==> config.mk <==
export PLATFORM = sky130hd
export DESIGN_NAME = scb_link_ctrl
export DESIGN_NICKNAME = d
export VERILOG_FILES = /design/src/common/scb_pkg.sv /design/src/verilog/scb_link_ctrl.sv
export VERILOG_INCLUDE_DIRS = /design/src /design/src/common
export SDC_FILE = /design/constraint.sdc
export NUM_CORES = 1
export LEC_CHECK = 0
export BUFFER_PORTS_ARGS = -buffer_cell sky130_fd_sc_hd__buf_2
export CORE_AREA = 3 3 123 125
export CTS_BUF_LIST = sky130_fd_sc_hd__clkbuf_4 sky130_fd_sc_hd__clkbuf_8
export DETAILED_ROUTE_END_ITERATION = 7
export DIE_AREA = 0 0 126 128
export PLACE_DENSITY = 0.59
export SYNTH_ARGS = -nofsm -noshare
export SYNTH_HDL_FRONTEND = slang
export SYNTH_SLANG_ARGS = --single-unit
==> constraint.sdc <==
create_clock -name clk_sys -period 3.8 [get_ports clk_sys]
set_input_delay 0.19 -clock clk_sys [delete_from_list [all_inputs] [get_ports clk_sys]]
set_output_delay 0.19 -clock clk_sys [all_outputs]
set_load 0.02 [all_outputs]
==> src/common/scb_cfg.svh <==
// offsets, field positions, reset values and limits of the card-side block link controller
// Function
// - Invalid: parity, check code, bad control byte, bad length, lost sync, missing response.
// - Card escalates: retransmit, answer resynchronisation, otherwise become unresponsive.
// - Card answers an invalid first block after protocol start with R(0).
// - After an I-block, error or time-out draws R-block naming awaited sequence.
// - After an R-block, error or time-out repeats that same R-block.
// - After supervisory request, time-out or non-response reply repeats the request.
// - After supervisory response, error or time-out draws an R-block.
// - Card repeats failed size request once, then stays in reception.
// - More-data bit set chains next I-block; cleared ends the chain.
// - More-data I-block is answered with R-block naming next awaited sequence.
// - Abort request answered by abort response; R-block may return the turn.
// - Card chain blocks never exceed the terminal information field size.
// - Block longer than card size rejected with R-block error code 2.
// - Senders should avoid empty I-blocks.
// - R-block low nibble: 0 error free, 1 check/parity, 2 other.
// - Type from top bits: 0x I-block, 10 R-block, 11 supervisory.
`ifndef SCB_CFG_SVH
`define SCB_CFG_SVH
`define SCB_REG_CTRL       4'h0
`define SCB_REG_CARD_IFS   4'h1
`define SCB_REG_TERM_IFS   4'h2
`define SCB_REG_STATUS     4'h3
`define SCB_CTRL_EN_BIT    0
`define SCB_CTRL_START_BIT 1
`define SCB_CTRL_RST       1'h0
`define SCB_CARD_IFS_RST   8'h20
`define SCB_TERM_IFS_RST   8'h20
`define SCB_RETRY_MAX      2'h2
`define SCB_PCB_R          8'h80
`define SCB_PCB_S_REQ      8'hc0
`define SCB_PCB_S_RESP     8'he0
`define SCB_S_RESYNC       5'h00
`define SCB_S_IFS          5'h01
`define SCB_S_ABORT        5'h02
`define SCB_RCODE_OK       4'h0
`define SCB_RCODE_EDC      4'h1
`define SCB_RCODE_OTHER    4'h2
`define SCB_LEN_RFU        8'hff
`endif

==> src/common/scb_pkg.sv <==
// types of the card-side block link controller
package scb_pkg;
  typedef enum logic [1:0] {SCB_RX, SCB_TX, SCB_MUTE} scb_state_e;
  typedef enum logic [2:0] {SCB_K_NONE, SCB_K_I, SCB_K_R, SCB_K_SREQ, SCB_K_SRESP} scb_kind_e;
endpackage : scb_pkg

==> src/verilog/scb_link_ctrl.sv <==
// card-side block link controller: error recovery, chaining and supervisory exchanges
`timescale 1ns/1ps
`include "scb_cfg.svh"
module scb_link_ctrl (
  input  wire logic       clk_sys,        // system clock
  input  wire logic       arst_n,         // async reset, active low
  input  wire logic [3:0] regAddr,        // register address
  input  wire logic [7:0] regWdata,       // register write data
  input  wire logic       regWrite,       // write strobe
  input  wire logic       regRead,        // read strobe
  output logic      [7:0] regRdata,       // read data, cycle after strobe
  input  wire logic       rxBlock,        // framer: block received pulse
  input  wire logic [7:0] rxPcb,          // received protocol_control_byte
  input  wire logic [7:0] rxLen,          // received info_length_byte
  input  wire logic [7:0] rxInf,          // first information byte
  input  wire logic       rxParityErr,    // parity error seen in block
  input  wire logic       rxEdcErr,       // error_detect_code mismatch
  input  wire logic       rxSyncLost,     // character framing lost
  input  wire logic       txDone,         // framer: last character sent
  input  wire logic       appSend,        // send one I-block pulse
  input  wire logic [7:0] appSendLen,     // its information length
  input  wire logic       appSendMore,    // more-data bit for it
  input  wire logic       appIfsReq,      // offer card size pulse
  input  wire logic [7:0] appIfsValue,    // offered size
  input  wire logic       appAbortReq,    // abort chain pulse
  output logic            txStart,        // framer: send block pulse
  output logic      [7:0] txPcb,          // control byte to send
  output logic      [7:0] txLen,          // length to send
  output logic      [7:0] txInf,          // single info byte for S-blocks
  output logic            rxDeliver,      // I-block accepted pulse
  output logic            rxDeliverMore,  // accepted block is chained
  output logic            txAck,          // chained piece acknowledged pulse
  output logic            chainAborted,   // chain abortion done pulse
  output logic            sendRefused     // I-block too long pulse
);
  scb_pkg::scb_state_e state, next_state;
  scb_pkg::scb_kind_e  lastKind, next_kind;
  logic [1:0] retry, next_retry;
  logic       ifsTry, next_ifsTry;
  logic       firstBlock, next_first;
  logic       ns, next_ns, nr, next_nr;
  logic       hasTurn, next_turn;
  logic       txMore, next_txMore;
  logic [7:0] termIfs, next_termIfs;
  logic [7:0] cardIfs;
  logic       enable, startPulse;
  logic       sendNow, doResync, deliver, deliverMore, ack, abortEvt, refused;
  logic [7:0] sendPcb, sendLen, sendInf;
  scb_pkg::scb_kind_e sendKind;

  function automatic logic [7:0] rBlock(input logic seq, input logic [3:0] code);
    rBlock = `SCB_PCB_R | {3'h0, seq, code};
  endfunction : rBlock

  // receive classification
  logic       isI, isR, isS, isSReq;
  logic [4:0] sType;
  logic       badPcb, badLen, missResp, invalid, overIfs, parityLike;
  logic [3:0] errCode;
  assign isI      = ~rxPcb[7];
  assign isR      = rxPcb[7:6] == 2'b10;
  assign isS      = rxPcb[7:6] == 2'b11;
  assign isSReq   = isS & ~rxPcb[5];
  assign sType    = rxPcb[4:0];
  assign badPcb   = (isI & (rxPcb[4:0] != 5'h00))
                  | (isR & (rxPcb[5] | (rxPcb[3:0] > `SCB_RCODE_OTHER)))
                  | (isS & (sType > `SCB_S_ABORT));
  assign badLen   = (rxLen == `SCB_LEN_RFU)
                  | (isR & (rxLen != 8'h00))
                  | (isS & (sType == `SCB_S_IFS) & (rxLen != 8'h01))
                  | (isS & (sType != `SCB_S_IFS) & (rxLen != 8'h00));
  assign missResp = (lastKind == scb_pkg::SCB_K_SREQ) & ~(isS & rxPcb[5]);
  assign parityLike = rxParityErr | rxEdcErr;
  assign invalid  = parityLike | rxSyncLost | badPcb | badLen | missResp;
  // a terminal chain piece of any length up to the card size is taken
  assign overIfs  = isI & (rxLen > cardIfs);
  assign errCode  = parityLike ? `SCB_RCODE_EDC : `SCB_RCODE_OTHER;

  always_comb begin
    next_state   = state;
    next_kind    = lastKind;
    next_retry   = retry;
    next_ifsTry  = ifsTry;
    next_first   = firstBlock;
    next_ns      = ns;
    next_nr      = nr;
    next_turn    = hasTurn;
    next_txMore  = txMore;
    next_termIfs = termIfs;
    sendNow      = 1'b0;
    doResync     = 1'b0;
    sendPcb      = txPcb;
    sendLen      = txLen;
    sendInf      = txInf;
    sendKind     = lastKind;
    deliver      = 1'b0;
    deliverMore  = 1'b0;
    ack          = 1'b0;
    abortEvt     = 1'b0;
    refused      = 1'b0;
    if (startPulse) begin
      next_state  = scb_pkg::SCB_RX;
      next_kind   = scb_pkg::SCB_K_NONE;
      next_retry  = 2'h0;
      next_ifsTry = 1'b0;
      next_first  = 1'b1;
      next_ns     = 1'b0;
      next_nr     = 1'b0;
      next_turn   = 1'b0;
      next_txMore = 1'b0;
    end else if (enable) begin
      unique case (state)
        scb_pkg::SCB_TX: begin
          if (txDone) begin
            next_state = scb_pkg::SCB_RX;
            next_turn  = 1'b0;
          end
        end
        scb_pkg::SCB_MUTE: begin
          // besides a protocol start, only a clean resynchronisation request wakes a silent card
          if (rxBlock && !invalid && isSReq && sType == `SCB_S_RESYNC) begin
            doResync = 1'b1;
          end
        end
        scb_pkg::SCB_RX: begin
          if (rxBlock) begin
            if (invalid || overIfs) begin
              if (retry == `SCB_RETRY_MAX) begin
                next_state = scb_pkg::SCB_MUTE;
              end else begin
                next_retry = retry + 2'h1;
                if (firstBlock) begin
                  sendNow  = 1'b1;
                  sendPcb  = rBlock(1'b0, overIfs && !invalid ? `SCB_RCODE_OTHER : errCode);
                  sendLen  = 8'h00;
                  sendKind = scb_pkg::SCB_K_R;
                end else if (!invalid) begin
                  sendNow  = 1'b1;
                  sendPcb  = rBlock(nr, `SCB_RCODE_OTHER);
                  sendLen  = 8'h00;
                  sendKind = scb_pkg::SCB_K_R;
                end else if (lastKind == scb_pkg::SCB_K_SREQ) begin
                  if (!ifsTry) begin
                    next_ifsTry = 1'b1;
                    sendNow     = 1'b1;
                  end else begin
                    next_kind = scb_pkg::SCB_K_NONE;
                  end
                end else if (lastKind == scb_pkg::SCB_K_R) begin
                  sendNow = 1'b1;
                end else begin
                  sendNow  = 1'b1;
                  sendPcb  = rBlock(nr, errCode);
                  sendLen  = 8'h00;
                  sendKind = scb_pkg::SCB_K_R;
                end
              end
            end else begin
              next_retry  = 2'h0;
              next_ifsTry = 1'b0;
              next_first  = 1'b0;
              if (isI) begin
                if (rxPcb[6] == nr) begin
                  next_nr     = ~nr;
                  deliver     = 1'b1;
                  deliverMore = rxPcb[5];
                  if (rxPcb[5]) begin
                    sendNow  = 1'b1;
                    sendPcb  = rBlock(~nr, `SCB_RCODE_OK);
                    sendLen  = 8'h00;
                    sendKind = scb_pkg::SCB_K_R;
                  end else begin
                    next_turn = 1'b1;
                    next_kind = scb_pkg::SCB_K_NONE;
                  end
                end else begin
                  sendNow  = 1'b1;
                  sendPcb  = rBlock(nr, `SCB_RCODE_OK);
                  sendLen  = 8'h00;
                  sendKind = scb_pkg::SCB_K_R;
                end
              end else if (isR) begin
                if (lastKind == scb_pkg::SCB_K_I && rxPcb[4] != txPcb[6] && txMore) begin
                  ack       = 1'b1;
                  next_turn = 1'b1;
                  next_kind = scb_pkg::SCB_K_NONE;
                end else if (lastKind == scb_pkg::SCB_K_SRESP || lastKind == scb_pkg::SCB_K_NONE) begin
                  next_turn = 1'b1;
                end else begin
                  sendNow = 1'b1;
                end
              end else if (isSReq) begin
                if (sType == `SCB_S_RESYNC) begin
                  doResync = 1'b1;
                end else begin
                  sendNow  = 1'b1;
                  sendPcb  = `SCB_PCB_S_RESP | {3'h0, sType};
                  sendLen  = rxLen;
                  sendInf  = rxInf;
                  sendKind = scb_pkg::SCB_K_SRESP;
                  if (sType == `SCB_S_IFS) begin
                    next_termIfs = rxInf;
                  end else begin
                    abortEvt    = 1'b1;
                    next_txMore = 1'b0;
                  end
                end
              end else if (sType == txPcb[4:0] && lastKind == scb_pkg::SCB_K_SREQ) begin
                next_kind = scb_pkg::SCB_K_NONE;
                next_turn = 1'b1;
                if (sType == `SCB_S_ABORT) begin
                  abortEvt    = 1'b1;
                  next_txMore = 1'b0;
                end
              end else begin
                sendNow = 1'b1;
              end
            end
          end else if (hasTurn) begin
            if (appSend) begin
              if (appSendLen > termIfs) begin
                refused = 1'b1;
              end else begin
                // empty blocks are legal but wasteful; the application is trusted to avoid them
                sendNow     = 1'b1;
                sendPcb     = {1'b0, ns, appSendMore, 5'h00};
                sendLen     = appSendLen;
                sendKind    = scb_pkg::SCB_K_I;
                next_ns     = ~ns;
                next_txMore = appSendMore;
              end
            end else if (appIfsReq) begin
              sendNow  = 1'b1;
              sendPcb  = `SCB_PCB_S_REQ | {3'h0, `SCB_S_IFS};
              sendLen  = 8'h01;
              sendInf  = appIfsValue;
              sendKind = scb_pkg::SCB_K_SREQ;
            end else if (appAbortReq) begin
              sendNow  = 1'b1;
              sendPcb  = `SCB_PCB_S_REQ | {3'h0, `SCB_S_ABORT};
              sendLen  = 8'h00;
              sendKind = scb_pkg::SCB_K_SREQ;
            end
          end
        end
      endcase
      if (doResync) begin
        next_ns     = 1'b0;
        next_nr     = 1'b0;
        next_txMore = 1'b0;
        next_retry  = 2'h0;
        next_kind   = scb_pkg::SCB_K_SRESP;
        sendNow     = 1'b1;
        sendPcb     = `SCB_PCB_S_RESP | {3'h0, `SCB_S_RESYNC};
        sendLen     = 8'h00;
        sendKind    = scb_pkg::SCB_K_SRESP;
      end
      if (sendNow) begin
        next_state = scb_pkg::SCB_TX;
        next_kind  = sendKind;
      end
    end
  end

  always_ff @(posedge clk_sys or negedge arst_n) begin
    if (!arst_n) begin
      state      <= scb_pkg::SCB_RX;
      lastKind   <= scb_pkg::SCB_K_NONE;
      retry      <= 2'h0;
      ifsTry     <= 1'b0;
      firstBlock <= 1'b1;
      ns         <= 1'b0;
      nr         <= 1'b0;
      hasTurn    <= 1'b0;
      txMore     <= 1'b0;
      termIfs    <= `SCB_TERM_IFS_RST;
    end else begin
      state      <= next_state;
      lastKind   <= next_kind;
      retry      <= next_retry;
      ifsTry     <= next_ifsTry;
      firstBlock <= next_first;
      ns         <= next_ns;
      nr         <= next_nr;
      hasTurn    <= next_turn;
      txMore     <= next_txMore;
      termIfs    <= next_termIfs;
    end
  end

  // block fields are held after the start pulse so retransmission replays them
  always_ff @(posedge clk_sys or negedge arst_n) begin
    if (!arst_n) begin
      txStart <= 1'b0;
      txPcb   <= 8'h00;
      txLen   <= 8'h00;
      txInf   <= 8'h00;
    end else begin
      txStart <= sendNow;
      txPcb   <= sendPcb;
      txLen   <= sendLen;
      txInf   <= sendInf;
    end
  end

  always_ff @(posedge clk_sys or negedge arst_n) begin
    if (!arst_n) begin
      rxDeliver     <= 1'b0;
      rxDeliverMore <= 1'b0;
      txAck         <= 1'b0;
      chainAborted  <= 1'b0;
      sendRefused   <= 1'b0;
    end else begin
      rxDeliver     <= deliver;
      rxDeliverMore <= deliverMore;
      txAck         <= ack;
      chainAborted  <= abortEvt;
      sendRefused   <= refused;
    end
  end

  always_ff @(posedge clk_sys or negedge arst_n) begin
    if (!arst_n) begin
      enable     <= `SCB_CTRL_RST;
      startPulse <= 1'b0;
      cardIfs    <= `SCB_CARD_IFS_RST;
    end else begin
      startPulse <= regWrite && regAddr == `SCB_REG_CTRL && regWdata[`SCB_CTRL_START_BIT];
      if (regWrite && regAddr == `SCB_REG_CTRL) begin
        enable <= regWdata[`SCB_CTRL_EN_BIT];
      end
      if (regWrite && regAddr == `SCB_REG_CARD_IFS) begin
        cardIfs <= regWdata;
      end
    end
  end

  always_ff @(posedge clk_sys or negedge arst_n) begin
    if (!arst_n) begin
      regRdata <= 8'h00;
    end else if (regRead) begin
      unique case (regAddr)
        `SCB_REG_CTRL:     regRdata <= {7'h00, enable};
        `SCB_REG_CARD_IFS: regRdata <= cardIfs;
        `SCB_REG_TERM_IFS: regRdata <= termIfs;
        `SCB_REG_STATUS:   regRdata <= {state == scb_pkg::SCB_MUTE, hasTurn, ns, nr, retry,
                                        firstBlock, state == scb_pkg::SCB_TX};
        default:           regRdata <= 8'h00;
      endcase
    end else begin
      regRdata <= 8'h00;
    end
  end

  logic rxLive;
  assign rxLive = enable && !startPulse && state == scb_pkg::SCB_RX && rxBlock;

  first_invalid_a: assert property (@(posedge clk_sys) disable iff (!arst_n)
    rxLive && invalid && retry != `SCB_RETRY_MAX && firstBlock |=> txStart && txPcb[7:4] == 4'h8 && txLen == 8'h00)
    else $error("invalid first block not answered with R(0)");
  mute_escalate_a: assert property (@(posedge clk_sys) disable iff (!arst_n)
    rxLive && (invalid || overIfs) && retry == `SCB_RETRY_MAX |=> state == scb_pkg::SCB_MUTE && !txStart)
    else $error("card did not fall silent after repeated failures");
  r_repeat_a: assert property (@(posedge clk_sys) disable iff (!arst_n)
    rxLive && invalid && retry != `SCB_RETRY_MAX && !firstBlock && lastKind == scb_pkg::SCB_K_R
    |=> txStart && txPcb == $past(txPcb) && txLen == $past(txLen))
    else $error("R-block not repeated");
  i_nack_a: assert property (@(posedge clk_sys) disable iff (!arst_n)
    rxLive && invalid && retry != `SCB_RETRY_MAX && !firstBlock && lastKind == scb_pkg::SCB_K_I
    |=> txStart && txPcb[7:5] == 3'b100 && txPcb[4] == $past(nr) && txPcb[3:0] != 4'h0)
    else $error("I-block failure not answered by R-block of awaited sequence");
  chain_ack_a: assert property (@(posedge clk_sys) disable iff (!arst_n)
    rxLive && !invalid && !overIfs && isI && rxPcb[6] == nr && rxPcb[5] |=> txStart && rxDeliver && txPcb == {3'b100, ~$past(nr), 4'h0})
    else $error("chained I-block not acknowledged with next sequence");
  over_size_a: assert property (@(posedge clk_sys) disable iff (!arst_n)
    rxLive && !invalid && overIfs && retry != `SCB_RETRY_MAX |=> txStart && txPcb[7:5] == 3'b100 && txPcb[3:0] == 4'h2)
    else $error("oversize block not rejected with code 2");
  send_limit_a: assert property (@(posedge clk_sys) disable iff (!arst_n)
    enable && !startPulse && state == scb_pkg::SCB_RX && !rxBlock && hasTurn && appSend && appSendLen > termIfs
    |=> sendRefused && !txStart ##1 !sendRefused)
    else $error("oversize card I-block not refused");
  turn_pass_a: assert property (@(posedge clk_sys) disable iff (!arst_n)
    enable && !startPulse && state == scb_pkg::SCB_TX && txDone |=> state == scb_pkg::SCB_RX && !hasTurn)
    else $error("turn not passed after transmission");
  retry_clear_a: assert property (@(posedge clk_sys) disable iff (!arst_n)
    rxLive && !invalid && !overIfs |=> retry == 2'h0 && !ifsTry)
    else $error("retry count not cleared on good block");
  abort_answer_a: assert property (@(posedge clk_sys) disable iff (!arst_n)
    rxLive && !invalid && isSReq && sType == `SCB_S_ABORT |=> txStart && chainAborted && txPcb == 8'he2)
    else $error("abort request not answered");
  ifs_giveup_a: assert property (@(posedge clk_sys) disable iff (!arst_n)
    rxLive && invalid && retry != `SCB_RETRY_MAX && !firstBlock && lastKind == scb_pkg::SCB_K_SREQ && ifsTry
    |=> !txStart && state == scb_pkg::SCB_RX)
    else $error("size request repeated more than once");
endmodule : scb_link_ctrl

==> flow_summary.rst <==
.. list-table::
   :header-rows: 1

   * - Metric
     - Value
   * - Run status
     - complete, no violations
   * - Cell count after placement
     - 734
   * - Net count after synthesis
     - 547
   * - Register-to-register path setup slack
     - 0.25 ns
   * - Crit path required time
     - 4.06 ns
   * - Area growth syn-to-layout
     - 21.2%
   * - Mean number of vias per cell
     - 5.17
   * - Multiplexer area fraction after synthesis
     - 0.0911
   * - Number of hold violations in the final report
     - 0
   * - Number of I/O port buffers
     - between 100 and 150
   * - Starting utilization of the core area
     - 0.300
   * - Vias in the first global route
     - 3918
   * - Pin count of the biggest net entering global routing
     - 50
   * - Transition time at the pin with the least slew margin
     - 1.12 ns
   * - Count of final setup violators
     - 0
   * - Wire length of the first global-routing pass
     - roughly 21000 um
   * - Largest driver fanout on the critical path
     - 10
   * - Clock tree from TritonCTS
     - done
   * - Post-cts repair resize count
     - 0
   * - Async set or reset register ratio after synthesis
     - 1.00
   * - Hold Buf Count CTS
     - 0
   * - CTS clk-pin slew, worst paths
     - 0.07 ns
   * - Int Pwr
     - 1.57 mW
   * - Number of antenna violations at the first check in global routing
     - 0
   * - Slew Limit Headroom
     - 0.252
   * - Launching element type of the critical path
     - flip-flop
   * - Leakage power total
     - 2.47 nW
   * - First-pass detailed-route iteration total
     - 5
   * - Design Area, Final
     - 0.00509 mm2
   * - Drt initial violations
     - 285
   * - Reg2reg end
     - txLen[3]
   * - Final period utilization
     - 0.935
   * - Clock root buffer
     - sky130_fd_sc_hd__clkbuf_8
   * - Width of the die
     - 126 um
   * - Share of cells above drive strength 1
     - 0.276
   * - Final HPWL DP
     - roughly 10000 um
   * - Maximum clock insertion buffer count
     - 2
   * - Worst reg2reg startpoint
     - cardIfs[5]
   * - Area of the mapped netlist
     - between 0.004 and 0.005 mm2
   * - Final min period
     - 3.55 ns
   * - Portion of synthesized cell area occupied by the leading cell type
     - 0.393
   * - TritonCTS Buffers
     - 9
   * - Average wire length per cell after detail routing
     - 17.5 um
   * - Syn Inst Count
     - roughly 470
   * - Vias
     - 3874
   * - Routed wire length
     - 13100 um
   * - Final TNS setup
     - 0 ns
   * - Diode count
     - 0
   * - Placeable core region
     - 0.0140 mm2
   * - YS warnings
     - 0
   * - Crit. End Element
     - flip-flop
   * - Remaining Overflow, GRT
     - 0
   * - Largest family of logic cells by synthesized area
     - simple AND/OR/NAND/NOR gates
   * - Max-slew violation count
     - 0
   * - Number of different library cells in the post-synthesis netlist
     - 67
   * - Worst Clk Skew
     - 0.0110 ns
   * - Flip-flop cell with the highest count after synthesis
     - sky130_fd_sc_hd__dfrtp_1
   * - Clock latency on the worst-skew pair
     - 0.35 ns
   * - Arrival @ worst endpoint
     - between 3 and 4 ns
   * - Total Die Area
     - 0.0161 mm2
   * - Tightest Hold Check Type
     - in2async
   * - Number of placement rows
     - 43
   * - Count of cells along the worst register-to-register path
     - 12
   * - Power spent charging and discharging nets
     - 0.988 mW
   * - Num ports
     - just over 100
   * - GRT Resource Usage Total
     - 0.165
   * - Number of nets at the end of the flow
     - 647
   * - Fmax
     - 282 MHz
   * - Arithmetic-cell share of the synthesized area counting full adders, half adders and majority gates
     - 0.0506
   * - Worst hold slack
     - 0.0624 ns
   * - Class of the most critical setup path
     - reg2reg
   * - Number of nets with antenna violations after routing
     - 0
   * - Unrepaired setup endpoints after global routing
     - false
   * - Post-synthesis sequential area ratio
     - 0.412
   * - Number of synthesized flops with an enable pin
     - 0
   * - Final Instance Count excl. Fillers
     - 749
   * - Main area contributors after synthesis
     - sky130_fd_sc_hd__dfrtp_1, sky130_fd_sc_hd__ha_1, sky130_fd_sc_hd__nand2_1
   * - Combinational group share of total power
     - 0.362
   * - Post-Syn Area per Cell
     - 9.04 um2
   * - Complex-gate fraction of the synthesized area
     - 0.178
   * - Post-synthesis sequential element count
     - 69
   * - VDD IR max
     - 0.000205 V
   * - Cell taking the most area after synthesis
     - sky130_fd_sc_hd__dfrtp_1
   * - Placer's final routability congestion estimate
     - 0.888
   * - Die outline height
     - 128 um
   * - Switching part of the total
     - 0.386
   * - Post-synthesis share of cell area spent on and, or, nand and nor gates
     - 0.203
   * - Number of design rule violations left after detail routing
     - 0
   * - Total power per unit cell area
     - 503 mW/mm2
   * - Clock H-tree levels
     - 3
   * - XOR/XNOR share of the synthesized area
     - 0.0146
   * - Clock Sinks
     - 69
   * - Clock share of power
     - 0.225
   * - Instance area at placement
     - 0.00491 mm2
   * - Postcts setup bufs
     - 0
   * - Relative contribution of sequential cells to total power
     - 0.413
   * - Maxcap violations
     - 0
-- worst max-delay path by stage --
stage                          start        to  slack [ns]
final                     cardIfs[5]  txLen[3]        0.25
after global routing      cardIfs[5]  txLen[7]        0.04
after CTS                 cardIfs[5]  txLen[5]        0.24
after detailed placement  cardIfs[5]  txLen[5]        0.26
after global placement    cardIfs[5]  txLen[6]        0.34
after floorplan           cardIfs[5]  txLen[0]        0.76
-- cell usage after synthesis, types with 2 or more instances --
library cell	instances
sky130_fd_sc_hd__o21a_1	2
sky130_fd_sc_hd__mux2_2	15
sky130_fd_sc_hd__nand4_1	10
sky130_fd_sc_hd__a22oi_1	6
sky130_fd_sc_hd__nand3_1	8
sky130_fd_sc_hd__nor3_1	10
sky130_fd_sc_hd__buf_6	2
sky130_fd_sc_hd__o41ai_1	2
sky130_fd_sc_hd__o31ai_1	4
sky130_fd_sc_hd__mux2i_1	18
sky130_fd_sc_hd__a211oi_1	6
sky130_fd_sc_hd__inv_1	31
sky130_fd_sc_hd__xnor2_1	2
sky130_fd_sc_hd__and2_1	4
sky130_fd_sc_hd__or2_2	3
sky130_fd_sc_hd__nand2_1	53
sky130_fd_sc_hd__nor2b_1	10
sky130_fd_sc_hd__nor4b_1	3
sky130_fd_sc_hd__nor4_1	9
sky130_fd_sc_hd__xor2_1	5
sky130_fd_sc_hd__or3_1	3
sky130_fd_sc_hd__nand3b_1	3
sky130_fd_sc_hd__o22ai_1	2
sky130_fd_sc_hd__dfrtp_1	66
sky130_fd_sc_hd__nor3b_1	3
sky130_fd_sc_hd__a21oi_1	25
sky130_fd_sc_hd__nand2b_1	4
sky130_fd_sc_hd__clkbuf_1	20
sky130_fd_sc_hd__ha_1	17
sky130_fd_sc_hd__o2111ai_1	2
sky130_fd_sc_hd__nor2_1	37
sky130_fd_sc_hd__o211ai_1	2
sky130_fd_sc_hd__or4_1	2
sky130_fd_sc_hd__a21boi_0	2
sky130_fd_sc_hd__a2111oi_0	2
sky130_fd_sc_hd__o21ai_0	39
sky130_fd_sc_hd__dfstp_2	3
-- layer usage --
metal / wire (um) / track usage / vias to the layer above
met5: 0 / 0 / -
met1: 5890 / 0.216 / 1824
li1: - / - / 1880
met4: 240 / 0.0517 / 0
met2: 6140 / 0.272 / 154
met3: 850 / 0.0388 / 16
-- cell usage in the layout, fill, tap and decap left out, types with 4 or more instances in the layout --
cell,instances
sky130_fd_sc_hd__a22oi_1,6
sky130_fd_sc_hd__nor2b_1,10
sky130_fd_sc_hd__buf_2,102
sky130_fd_sc_hd__nand2_1,53
sky130_fd_sc_hd__and2_1,4
sky130_fd_sc_hd__dfrtp_1,66
sky130_fd_sc_hd__inv_1,31
sky130_fd_sc_hd__o21ai_0,39
sky130_fd_sc_hd__a21oi_1,25
sky130_fd_sc_hd__nor2_1,37
sky130_fd_sc_hd__nand3_1,8
sky130_fd_sc_hd__nor4_1,9
sky130_fd_sc_hd__nor3_1,10
sky130_fd_sc_hd__nand2b_1,4
sky130_fd_sc_hd__nand4_1,10
sky130_fd_sc_hd__ha_1,17
sky130_fd_sc_hd__clkbuf_8,12
sky130_fd_sc_hd__xor2_1,5
sky130_fd_sc_hd__a211oi_1,6
sky130_fd_sc_hd__mux2_2,15
sky130_fd_sc_hd__mux2i_1,18
sky130_fd_sc_hd__buf_4,9
sky130_fd_sc_hd__o31ai_1,4
-- registers in the layout, indices dropped and copies added (netlist names) --
register,cells
rxDeliverMore,1
txAck,1
txMore,1
txPcb,8
firstBlock,1
txInf,8
cardIfs,8
retry,2
regRdata,8
txLen,8
nr,1
txStart,1
termIfs,8
rxDeliver,1
startPulse,1
hasTurn,1
ns,1
lastKind,3
sendRefused,1
chainAborted,1
state,2
ifsTry,1
enable,1
-- worst max-delay path: stages, from the launching register on --
cell and delay [ns]:
sky130_fd_sc_hd__dfstp_2 0.54, sky130_fd_sc_hd__inv_1 0.05, sky130_fd_sc_hd__ha_1 0.29, sky130_fd_sc_hd__a21oi_1 0.12, sky130_fd_sc_hd__o21ai_0 0.12, sky130_fd_sc_hd__a2111oi_0 0.57, sky130_fd_sc_hd__nor3_1 0.19, sky130_fd_sc_hd__or4_1 0.55
sky130_fd_sc_hd__o2111ai_1 0.17, sky130_fd_sc_hd__a21oi_2 0.11, sky130_fd_sc_hd__o21ai_4 0.30, sky130_fd_sc_hd__buf_4 0.25, sky130_fd_sc_hd__mux2i_1 0.22
-- layout make-up --
| cell class | count | area, um2 |
|---|---|---|
| clock buffer | 14 | 180 |
| clock inverter | 1 | 5.00 |
| fill | 1444 | 8900 |
| inverter | 31 | 116 |
| multi-input combinational | 343 | 2260 |
| sequential | 69 | 1730 |
| tap | 180 | 225 |
| timing repair buffer | 111 | 578 |
-- cell families (layout without fill, tap and decap cells) --
group,after synthesis,count (layout)
and+or+nand+nor,169,169
AOI/OAI and AO/OA,115,115
DFF,69,69
buffers and inverters,53,157
muxes,35,35
adders and majority gates,17,17
xor gates and xnor gates,7,7
-- power by group through the flow --
| stage | Sequential [mW] | Clock [mW] | Combinational [mW] |
|---|---|---|---|
| final | 1.06 | 0.576 | 0.927 |
| after global routing | 1.08 | 0.628 | 1.02 |
| after CTS | 1.06 | 0.596 | 0.936 |
| after detailed placement | 1.07 | 0 | 0.934 |
| after global placement | 1.07 | 0 | 0.914 |
| after floorplan | 1.14 | 0 | 0.495 |
-- stage by stage --
stage               utilization  total power, mW  worst slack (ns)
global placement          0.351             1.98             0.341
global route              0.364             2.73            0.0397
CTS                       0.364             2.59             0.243
floorplan                     -             1.63             0.760
detailed placement        0.351             2.00             0.260
finish                    0.364             2.56             0.248
Power figures use the tool's default switching activity.
